File: config.mk
export PLATFORM = sky130hd
export DESIGN_NAME = uwc_unit_flat
export DESIGN_NICKNAME = d
export VERILOG_FILES = /design/src/inc/uwc_pkg.sv /design/src/inc/uwc_if.sv /design/src/uwc_unit.sv /design/src/flat_wrapper.sv
export SDC_FILE = /design/constraint.sdc
export NUM_CORES = 2
export LEC_CHECK = 0
export BUFFER_PORTS_ARGS = -buffer_cell sky130_fd_sc_hd__clkbuf_2
export CORE_MARGIN = 3
export CORE_UTILIZATION = 40
export DETAILED_ROUTE_END_ITERATION = 8
export GPL_TIMING_DRIVEN = 0
export PLACE_DENSITY = 0.55
export SYNTH_ARGS = -nofsm -noshare
export SYNTH_HDL_FRONTEND = slang
export SYNTH_SLANG_ARGS = --single-unit
File: constraint.sdc
create_clock -name clk_i -period 5.4 [get_ports clk_i]
set_clock_uncertainty 0.1 [all_clocks]
set_input_delay 0.54 -clock clk_i [delete_from_list [all_inputs] [get_ports clk_i]]
set_output_delay 0.54 -clock clk_i [all_outputs]
set_load 0.05 [all_outputs]
File: src/inc/uwc_pkg.sv
// Shared constants and types for the unit write command port
package uwc_pkg;
   localparam int UWC_DW = 16;
   localparam logic [7:0] UWC_CC_SHM_HI = 8'h00;
   localparam logic [15:0] UWC_CC_IRQ = 16'hcc00;
   localparam logic [15:0] UWC_CC_ERRCLR = 16'hec00;
   localparam logic [15:0] UWC_ERRCLR_SRC = 16'h0000;
   localparam int UWC_MAX_WORDS = 128;
   localparam logic [15:0] UWC_MAX_IND_ADDR = 16'h6656;
   localparam logic [3:0] UWC_MAX_UNIT = 4'hf;
   localparam int UWC_CFG_BASE_OFS = 6;
   localparam logic [15:0] UWC_BASE_RST = 16'h0000;
   localparam int UWC_IRQ_FAIL_SCANS = 1;
   localparam int UWC_HANDLER_CYC = 4;

   typedef enum logic [2:0] {
      UWC_IDLE = 3'b000,
      UWC_CMD = 3'b001,
      UWC_DATA = 3'b011,
      UWC_DONE = 3'b010,
      UWC_FAIL = 3'b110
   } uwc_state_t;

   // True when every nibble is a decimal digit
   function automatic logic uwc_is_bcd(input logic [15:0] v);
      uwc_is_bcd = (v[3:0] < 4'ha) && (v[7:4] < 4'ha) && (v[11:8] < 4'ha) && (v[15:12] < 4'ha);
   endfunction : uwc_is_bcd

   function automatic logic [15:0] uwc_bcd_to_bin(input logic [15:0] v);
      uwc_bcd_to_bin = 16'(v[15:12] * 1000 + v[11:8] * 100 + v[7:4] * 10 + v[3:0]);
   endfunction : uwc_bcd_to_bin
endpackage : uwc_pkg

File: src/inc/uwc_if.sv
// Link between the issuing CPU and the unit command port
`timescale 1ns/1ps
interface uwc_if;
   logic cmd_valid;
   logic [15:0] cmd_code;
   logic [15:0] cmd_src;
   logic [7:0] cmd_count;
   logic data_valid;
   logic [15:0] data_word;
   logic cmd_done;
   logic cmd_ok;
   logic scan_tick;

   modport cpu (output cmd_valid, output cmd_code, output cmd_src, output cmd_count,
      output data_valid, output data_word, output scan_tick, input cmd_done, input cmd_ok);
   modport unit (input cmd_valid, input cmd_code, input cmd_src, input cmd_count,
      input data_valid, input data_word, input scan_tick, output cmd_done, output cmd_ok);
endinterface : uwc_if

File: src/uwc_unit.sv
// Unit end: decodes write commands, shared memory, interrupts, error clear
//
// Function
// - Code 00xx writes words at base plus offset
// - Base comes from configuration word six
// - Writes complete without any fetch command
// - Code cc00 runs handler matching source number
// - Issuer supplies a declared interrupt number
// - Code ec00 with zero source clears errors
// - CPU flags bad or oversized word count
// - CPU flags bad indirect source address
// - CPU flags unit number out of range
// - CPU flags failed transfer, clears when valid
// - CPU equality flag shows write success
// - Handler completion toggles the completed flag
// - Refused interrupt pulses fail flag one scan
`timescale 1ns/1ps
module uwc_unit
   import uwc_pkg::*;
#(
   parameter int MEM_WORDS = 256,
   parameter int AW = 8,
   parameter int NUM_HANDLERS = 16
) (
   input wire logic clk_i,
   input wire logic srst_i,
   uwc_if.unit link,
   input wire logic [15:0] cfg_word_i,
   input wire logic [2:0] cfg_index_i,
   input wire logic cfg_we_i,
   input wire logic irq_enable_i,
   input wire logic [NUM_HANDLERS-1:0] handler_declared_i,
   input wire logic [AW-1:0] fetch_addr_i,
   input wire logic err_raise_i,
   output logic [15:0] fetch_data_o,
   output logic handler_run_o,
   output logic [3:0] handler_num_o,
   output logic handler_done_flag_o,
   output logic irq_fail_flag_o,
   output logic err_active_o,
   output logic [3:0] err_history_count_o
);
   logic [15:0] shm [MEM_WORDS];
   logic [15:0] host_write_base_config;
   uwc_state_t state;
   logic [AW-1:0] wr_addr;
   logic [7:0] words_left;
   logic [2:0] hcnt;
   logic fail_pending;
   logic done_r;
   logic ok_r;

   wire [7:0] code_hi = link.cmd_code[15:8];
   wire is_shm = code_hi == UWC_CC_SHM_HI;
   wire is_irq = link.cmd_code == UWC_CC_IRQ;
   wire is_eclr = (link.cmd_code == UWC_CC_ERRCLR) && (link.cmd_src == UWC_ERRCLR_SRC);
   wire [3:0] irq_num = link.cmd_src[3:0];
   wire irq_accept = irq_enable_i && !handler_run_o && handler_declared_i[irq_num];
   wire [AW-1:0] start_addr = AW'(host_write_base_config + {8'h00, link.cmd_code[7:0]});
   wire take = (state == UWC_IDLE) && link.cmd_valid;
   wire in_cmd = state == UWC_CMD;
   wire shm_go = is_shm && (link.cmd_count != 8'h00);
   // Unknown codes and refused interrupts answer fail
   wire cmd_fail = is_shm || (is_irq && !irq_accept) || !(is_irq || is_eclr);
   wire irq_start = in_cmd && is_irq && irq_accept;
   // refused interrupt arms the fail flag
   wire irq_refuse = in_cmd && is_irq && !irq_accept;
   // clear acts only on a standing error
   wire eclr_hit = in_cmd && is_eclr && err_active_o;
   // every valid beat stores a word
   wire shm_wr = (state == UWC_DATA) && link.data_valid;
   wire last_word = words_left == 8'h01;
   wire answer = (state == UWC_DONE) || (state == UWC_FAIL);

   assign link.cmd_done = done_r;
   assign link.cmd_ok = ok_r;

   always_ff @(posedge clk_i) begin
      if (srst_i) begin
         host_write_base_config <= UWC_BASE_RST;
      end else if (cfg_we_i && cfg_index_i == 3'(UWC_CFG_BASE_OFS)) begin
         host_write_base_config <= cfg_word_i;
      end
   end

   // ascending memory fill, no fetch needed
   always_ff @(posedge clk_i) begin
      if (shm_wr) begin
         shm[wr_addr] <= link.data_word;
      end
   end

   // Fetch side may read at any time; it never gates a write
   always_ff @(posedge clk_i) begin
      fetch_data_o <= shm[fetch_addr_i];
   end

   // Answer is a one-cycle pulse; ok only means something beside done
   always_ff @(posedge clk_i) begin
      if (srst_i) begin
         done_r <= 1'b0;
         ok_r <= 1'b0;
      end else begin
         done_r <= answer;
         ok_r <= (state == UWC_DONE);
      end
   end

   // Gray-coded walk: idle, command, data, done
   always_ff @(posedge clk_i) begin
      if (srst_i) begin
         state <= UWC_IDLE;
         wr_addr <= '0;
         words_left <= '0;
      end else begin
         case (state)
            UWC_IDLE: begin
               if (take) begin
                  state <= UWC_CMD;
               end
            end
            UWC_CMD: begin
               if (shm_go) begin
                  wr_addr <= start_addr;
                  words_left <= link.cmd_count;
                  state <= UWC_DATA;
               end else if (cmd_fail) begin
                  state <= UWC_FAIL;
               end else begin
                  state <= UWC_DONE;
               end
            end
            UWC_DATA: begin
               if (shm_wr) begin
                  wr_addr <= wr_addr + AW'(1);
                  words_left <= words_left - 8'h01;
                  if (last_word) begin
                     state <= UWC_DONE;
                  end
               end
            end
            UWC_DONE: begin
               state <= UWC_IDLE;
            end
            default: begin
               state <= UWC_IDLE;
            end
         endcase
      end
   end

   always_ff @(posedge clk_i) begin
      if (srst_i) begin
         handler_run_o <= 1'b0;
         handler_num_o <= '0;
         hcnt <= '0;
         handler_done_flag_o <= 1'b0;
      end else if (irq_start) begin
         handler_run_o <= 1'b1;
         handler_num_o <= irq_num;
         hcnt <= 3'(UWC_HANDLER_CYC - 1);
      end else if (handler_run_o) begin
         if (hcnt == 3'd0) begin
            handler_run_o <= 1'b0;
            handler_done_flag_o <= ~handler_done_flag_o;
         end else begin
            hcnt <= hcnt - 3'd1;
         end
      end
   end

   always_ff @(posedge clk_i) begin
      if (srst_i) begin
         fail_pending <= 1'b0;
         irq_fail_flag_o <= 1'b0;
      end else begin
         if (irq_refuse) begin
            fail_pending <= 1'b1;
         end else if (link.scan_tick) begin
            fail_pending <= 1'b0;
         end
         if (link.scan_tick) begin
            irq_fail_flag_o <= fail_pending;
         end
      end
   end

   // clear into history; new error wins over clear
   always_ff @(posedge clk_i) begin
      if (srst_i) begin
         err_active_o <= 1'b0;
         err_history_count_o <= '0;
      end else if (err_raise_i) begin
         err_active_o <= 1'b1;
      end else if (eclr_hit) begin
         err_active_o <= 1'b0;
         err_history_count_o <= err_history_count_o + 4'd1;
      end
   end
endmodule : uwc_unit
File: src/flat_wrapper.sv
// flat-port wrapper written by rule: the top's interface ports become plain ports
module uwc_unit_flat import uwc_pkg::*;
#(
   parameter int MEM_WORDS = 256,
   parameter int AW = 8,
   parameter int NUM_HANDLERS = 16
)
  (clk_i, srst_i, cfg_word_i, cfg_index_i, cfg_we_i, irq_enable_i, handler_declared_i, fetch_addr_i, err_raise_i, fetch_data_o, handler_run_o, handler_num_o, handler_done_flag_o, irq_fail_flag_o, err_active_o, err_history_count_o, link_cmd_valid, link_cmd_code, link_cmd_src, link_cmd_count, link_data_valid, link_data_word, link_scan_tick, link_cmd_done, link_cmd_ok);
  uwc_if link_i ();
  input wire logic clk_i;
  input wire logic srst_i;
  input wire logic [15:0] cfg_word_i;
  input wire logic [2:0] cfg_index_i;
  input wire logic cfg_we_i;
  input wire logic irq_enable_i;
  input wire logic [NUM_HANDLERS-1:0] handler_declared_i;
  input wire logic [AW-1:0] fetch_addr_i;
  input wire logic err_raise_i;
  output logic [15:0] fetch_data_o;
  output logic handler_run_o;
  output logic [3:0] handler_num_o;
  output logic handler_done_flag_o;
  output logic irq_fail_flag_o;
  output logic err_active_o;
  output logic [3:0] err_history_count_o;
  input wire logic [$bits(link_i.cmd_valid)-1:0] link_cmd_valid;
  input wire logic [$bits(link_i.cmd_code)-1:0] link_cmd_code;
  input wire logic [$bits(link_i.cmd_src)-1:0] link_cmd_src;
  input wire logic [$bits(link_i.cmd_count)-1:0] link_cmd_count;
  input wire logic [$bits(link_i.data_valid)-1:0] link_data_valid;
  input wire logic [$bits(link_i.data_word)-1:0] link_data_word;
  input wire logic [$bits(link_i.scan_tick)-1:0] link_scan_tick;
  output wire logic [$bits(link_i.cmd_done)-1:0] link_cmd_done;
  output wire logic [$bits(link_i.cmd_ok)-1:0] link_cmd_ok;
  assign link_i.cmd_valid = link_cmd_valid;
  assign link_i.cmd_code = link_cmd_code;
  assign link_i.cmd_src = link_cmd_src;
  assign link_i.cmd_count = link_cmd_count;
  assign link_i.data_valid = link_data_valid;
  assign link_i.data_word = link_data_word;
  assign link_i.scan_tick = link_scan_tick;
  assign link_cmd_done = link_i.cmd_done;
  assign link_cmd_ok = link_i.cmd_ok;
  uwc_unit #(.MEM_WORDS(MEM_WORDS), .AW(AW), .NUM_HANDLERS(NUM_HANDLERS)) u_core (.clk_i(clk_i), .srst_i(srst_i), .link(link_i), .cfg_word_i(cfg_word_i), .cfg_index_i(cfg_index_i), .cfg_we_i(cfg_we_i), .irq_enable_i(irq_enable_i), .handler_declared_i(handler_declared_i), .fetch_addr_i(fetch_addr_i), .err_raise_i(err_raise_i), .fetch_data_o(fetch_data_o), .handler_run_o(handler_run_o), .handler_num_o(handler_num_o), .handler_done_flag_o(handler_done_flag_o), .irq_fail_flag_o(irq_fail_flag_o), .err_active_o(err_active_o), .err_history_count_o(err_history_count_o));
endmodule
==> flow_metrics.py <==
metrics = {
    "yosys": {
        "syn_nets": 7588,
        "yosys.area.top_type_share_pct": 77.5,
        "synthTopCellsByArea": "edfxtp_1 77%, mux4_2 11%, mux2i_1 3.4%",
        "yosysTopAreaCell": "edfxtp_1",
        "synth_area_mm2": 0.159,
        "synth-edff-count": 4096,
        "synthDistinctLibCells": 52,
        "syn_area_per_cell_um2": 21.3,
        "yosysMostFrequentCell": "edfxtp_1",
        "yosys_warnings": 0,
        "synthCells": 7464,
        "synthArstFlopShare_pct": 0,
        "synth-seq-area-share_pct": 78.3,
        "synth_top_cells_by_count": "4096 x edfxtp_1, 773 x mux4_2, 534 x mux2i_1",
        "ys_ff_latch": 4157,
        "synth_flop_cell": "edfxtp_1",
    },
    "clock_tree": {
        "cts-root-buf": "clkbuf_16",
        "cts.htree.levels": 5,
        "clock_latency_ps": 1020,
        "cts-buffers-inserted": 417,
        "clkSinkCount": 4157,
        "cts_buffer_depth": 4,
        "cts_tree": "built",
        "post-cts-setup-buffer-count": 0,
        "path_clk_slew_ps": 60,
    },
    "cells_and_area": {
        "drive_gt1_share_pct": 26.0,
        "instances_no_fill": 13900,
        "syn_to_final_growth_pct": 17.1,
        "fill_cells": 32400,
        "layout.nets": 8476,
    },
    "die": {
        "initial_core_util_pct": 40.3,
        "core-area_mm2": 0.394,
        "die_h_um": 636,
        "rows": 230,
        "io_pins": 137,
        "fp.dieArea_mm2": 0.404,
        "die_x_um": 636,
    },
    "placed_design": {
        "port_buffers": 121,
        "place_inst": 13100,
        "place.gp.congestion": 1.03,
        "dpl.hpwl_mm": 364,
    },
    "critical_path": {
        "timing.rr.end": "u_core.shm[213][7]",
        "cp_max_fo": 10,
        "r2r-start": "u_core.state[0]",
        "ff2ff_setup_slack_ps": 670,
        "reg2reg_depth": 7,
        "crit_path_top_delay_cell": "nor3_2",
        "cp.arrival_ps": 6150,
        "cp-start-kind": "primary input",
        "required_ps": 6100,
        "max_stage_delay_ps": 800,
        "setup.worst_path.class": "primary input to flop",
        "path_cells": "buf_2 -> buf_2 -> nand3b_1 -> buf_2 -> clkbuf_1 -> clkbuf_1 -> o22ai_1 -> nor4_1 -> a21oi_1 -> nand4_1 -> nor3_2",
        "cpMostUsedCell": "buf_2",
        "critPathCaptureType": "flop",
    },
    "global_routing": {
        "grtUsageTotal_pct": 25.5,
        "grt_pass1_vias": 82300,
        "grt_max_degree": 136,
        "grt_pass1_wl_mm": 706,
        "grt_overflow": 0,
        "grt_antenna_before_repair": 45,
    },
    "sta": {
        "worst_pin_slew_ps": 1730,
        "fin_crit_sh_pct": 101,
        "finalHoldViolCount": 0,
        "setup_ws_ps": -57.0,
        "fin_crit_ps": 5460,
        "slew_violations": 19,
        "grt_setup_unrepaired": "false",
        "setup_violations": 4,
        "holdWs_ps": 51.3,
        "fmax_mhz": 183,
        "relSlewSlack_pct": -16.2,
    },
    "drt": {
        "via_per_inst": 6.05,
        "drt_pass1_iterations": 6,
        "drc": 0,
        "wirelength_mm": 525,
        "vias": 84200,
        "avgRoutedWirePerCell_um": 37.7,
        "ant_nets": 0,
        "drt-initial-drc-count": 12400,
    },
    "power_and_ir_drop": {
        "p_leak_nw": 58.8,
        "power-per-cell-area_mw_per_mm2": 362,
        "ir_drop_v": 0.000279,
    },
    "min_path": {
        "min_to": "u_core.shm[160][1]",
        "hp-class": "primary input to flop",
        "whs_path_depth": 1,
        "hp-start": "link_data_word[1]",
    },
    "flow_run": {
        "maxCapViolations": 7,
    },
    "outcome": {
        "status": "complete, but fails checks",
        "failed_checks": "max-capacitance violations, max-slew violations, negative setup slack",
    },
}
==> critical path, delay by kind of cell <==
family	cells	cell delay [ps]
AND/OR/NAND/NOR	4	2030
buffers and inverters	5	2490
AO/OA/AOI/OAI	2	1000
==> layer usage <==
layer / vias to the layer above / GRT usage [%] / wire length (um)
met3: 862 / 4.79 / 46400
met4: 8 / 11.0 / 26600
met2: 4602 / 40.4 / 246000
met1: 45300 / 34.6 / 206000
met5: - / 0 / 55
li1: 33400 / - / -
==> worst max path at each step <==
stage	from	to
final	fetch_addr_i[1]	u_core.fetch_data_o[3]
after global routing	fetch_addr_i[1]	u_core.fetch_data_o[0]
after CTS	fetch_addr_i[1]	u_core.fetch_data_o[0]
after detailed placement	fetch_addr_i[1]	u_core.fetch_data_o[10]
after global placement	fetch_addr_i[1]	u_core.fetch_data_o[6]
after floorplan	link_data_valid	u_core.shm[117][0]
==> power breakdown <==
group          leakage, nW  internal [mW]  switching (mW)
sequential            37.3           35.5          0.0108
combinational         15.1           1.08            2.65
clock                 6.36           15.9            12.3
total                 58.8           52.4            14.9
==> per-stage QoR <==
| stage | area (um^2) | total power [mW] | setup TNS, ps | setup slack [ps] | util (%) |
|---|---|---|---|---|---|
| floorplan | 159000 | 37.8 | 0 | 2650 | - |
| global placement | 166000 | 39.9 | -3065590 | -1740 | 42.1 |
| detailed placement | 172000 | 39.8 | -16450 | -1610 | 43.8 |
| CTS | 186000 | 67.6 | 0 | 51.8 | 47.2 |
| global route | 186000 | 69.0 | 0 | 58.5 | 47.2 |
| finish | 186000 | 67.3 | -162 | -57.0 | 47.2 |
==> what timing repair did <==
action | in CTS | in global routing
endpoints found under the setup margin | 7 | 1
hold buffers | 43 | 0
endpoints found under the hold margin | 223 | 0
gates resized for setup | 7 | 1
==> kinds of logic after synthesis <==
| logic type | after synthesis | synth area share, % |
|---|---|---|
| compound gates | 837 | 3.75 |
| xor+xnor | 10 | 0.0552 |
| fa+ha+maj | 17 | 0.139 |
| buf+inv | 461 | 1.48 |
| flops | 4157 | 78.3 |
| mux | 1307 | 14.3 |
| simple gates | 675 | 1.98 |
==> registers in the layout, summed over array words and instances, names as in the netlist, 3 cells and up <==
register / cells
u_core.fetch_data_o: 16
u_core.err_history_count_o: 4
u_core.hcnt: 3
u_core.state: 3
u_core.shm: 4096
u_core.words_left: 8
u_core.host_write_base_config: 8
u_core.handler_num_o: 4
u_core.wr_addr: 8
==> cell usage in the layout, fill, tap and decap left out, types with 76 or more instances in the layout <==
cell / instances
buf_4: 84
o22ai_1: 304
mux2i_1: 534
clkbuf_1: 291
nor2_2: 256
nor3_1: 111
buf_2: 85
a21oi_1: 114
a22o_1: 166
nor4_1: 76
mux4_2: 773
edfxtp_1: 4096
clkbuf_2: 124
a221oi_1: 97
clkbuf_16: 425
buf_8: 200
clkinv_1: 103
a22oi_1: 91
==> layout make-up <==
class	instances	area [um^2]	share of cell area [%]
antenna	18	45.0	0.0242
buffer	447	2320	1.25
clock buffer	525	11100	5.97
clock inverter	224	1960	1.06
inverter	14	52.6	0.0283
multi-input combinational	2846	33000	17.7
sequential	4157	124000	66.8
tap	5220	6530	3.51
timing repair buffer	469	6620	3.56
No activity file was read; power rests on OpenSTA's default activity.
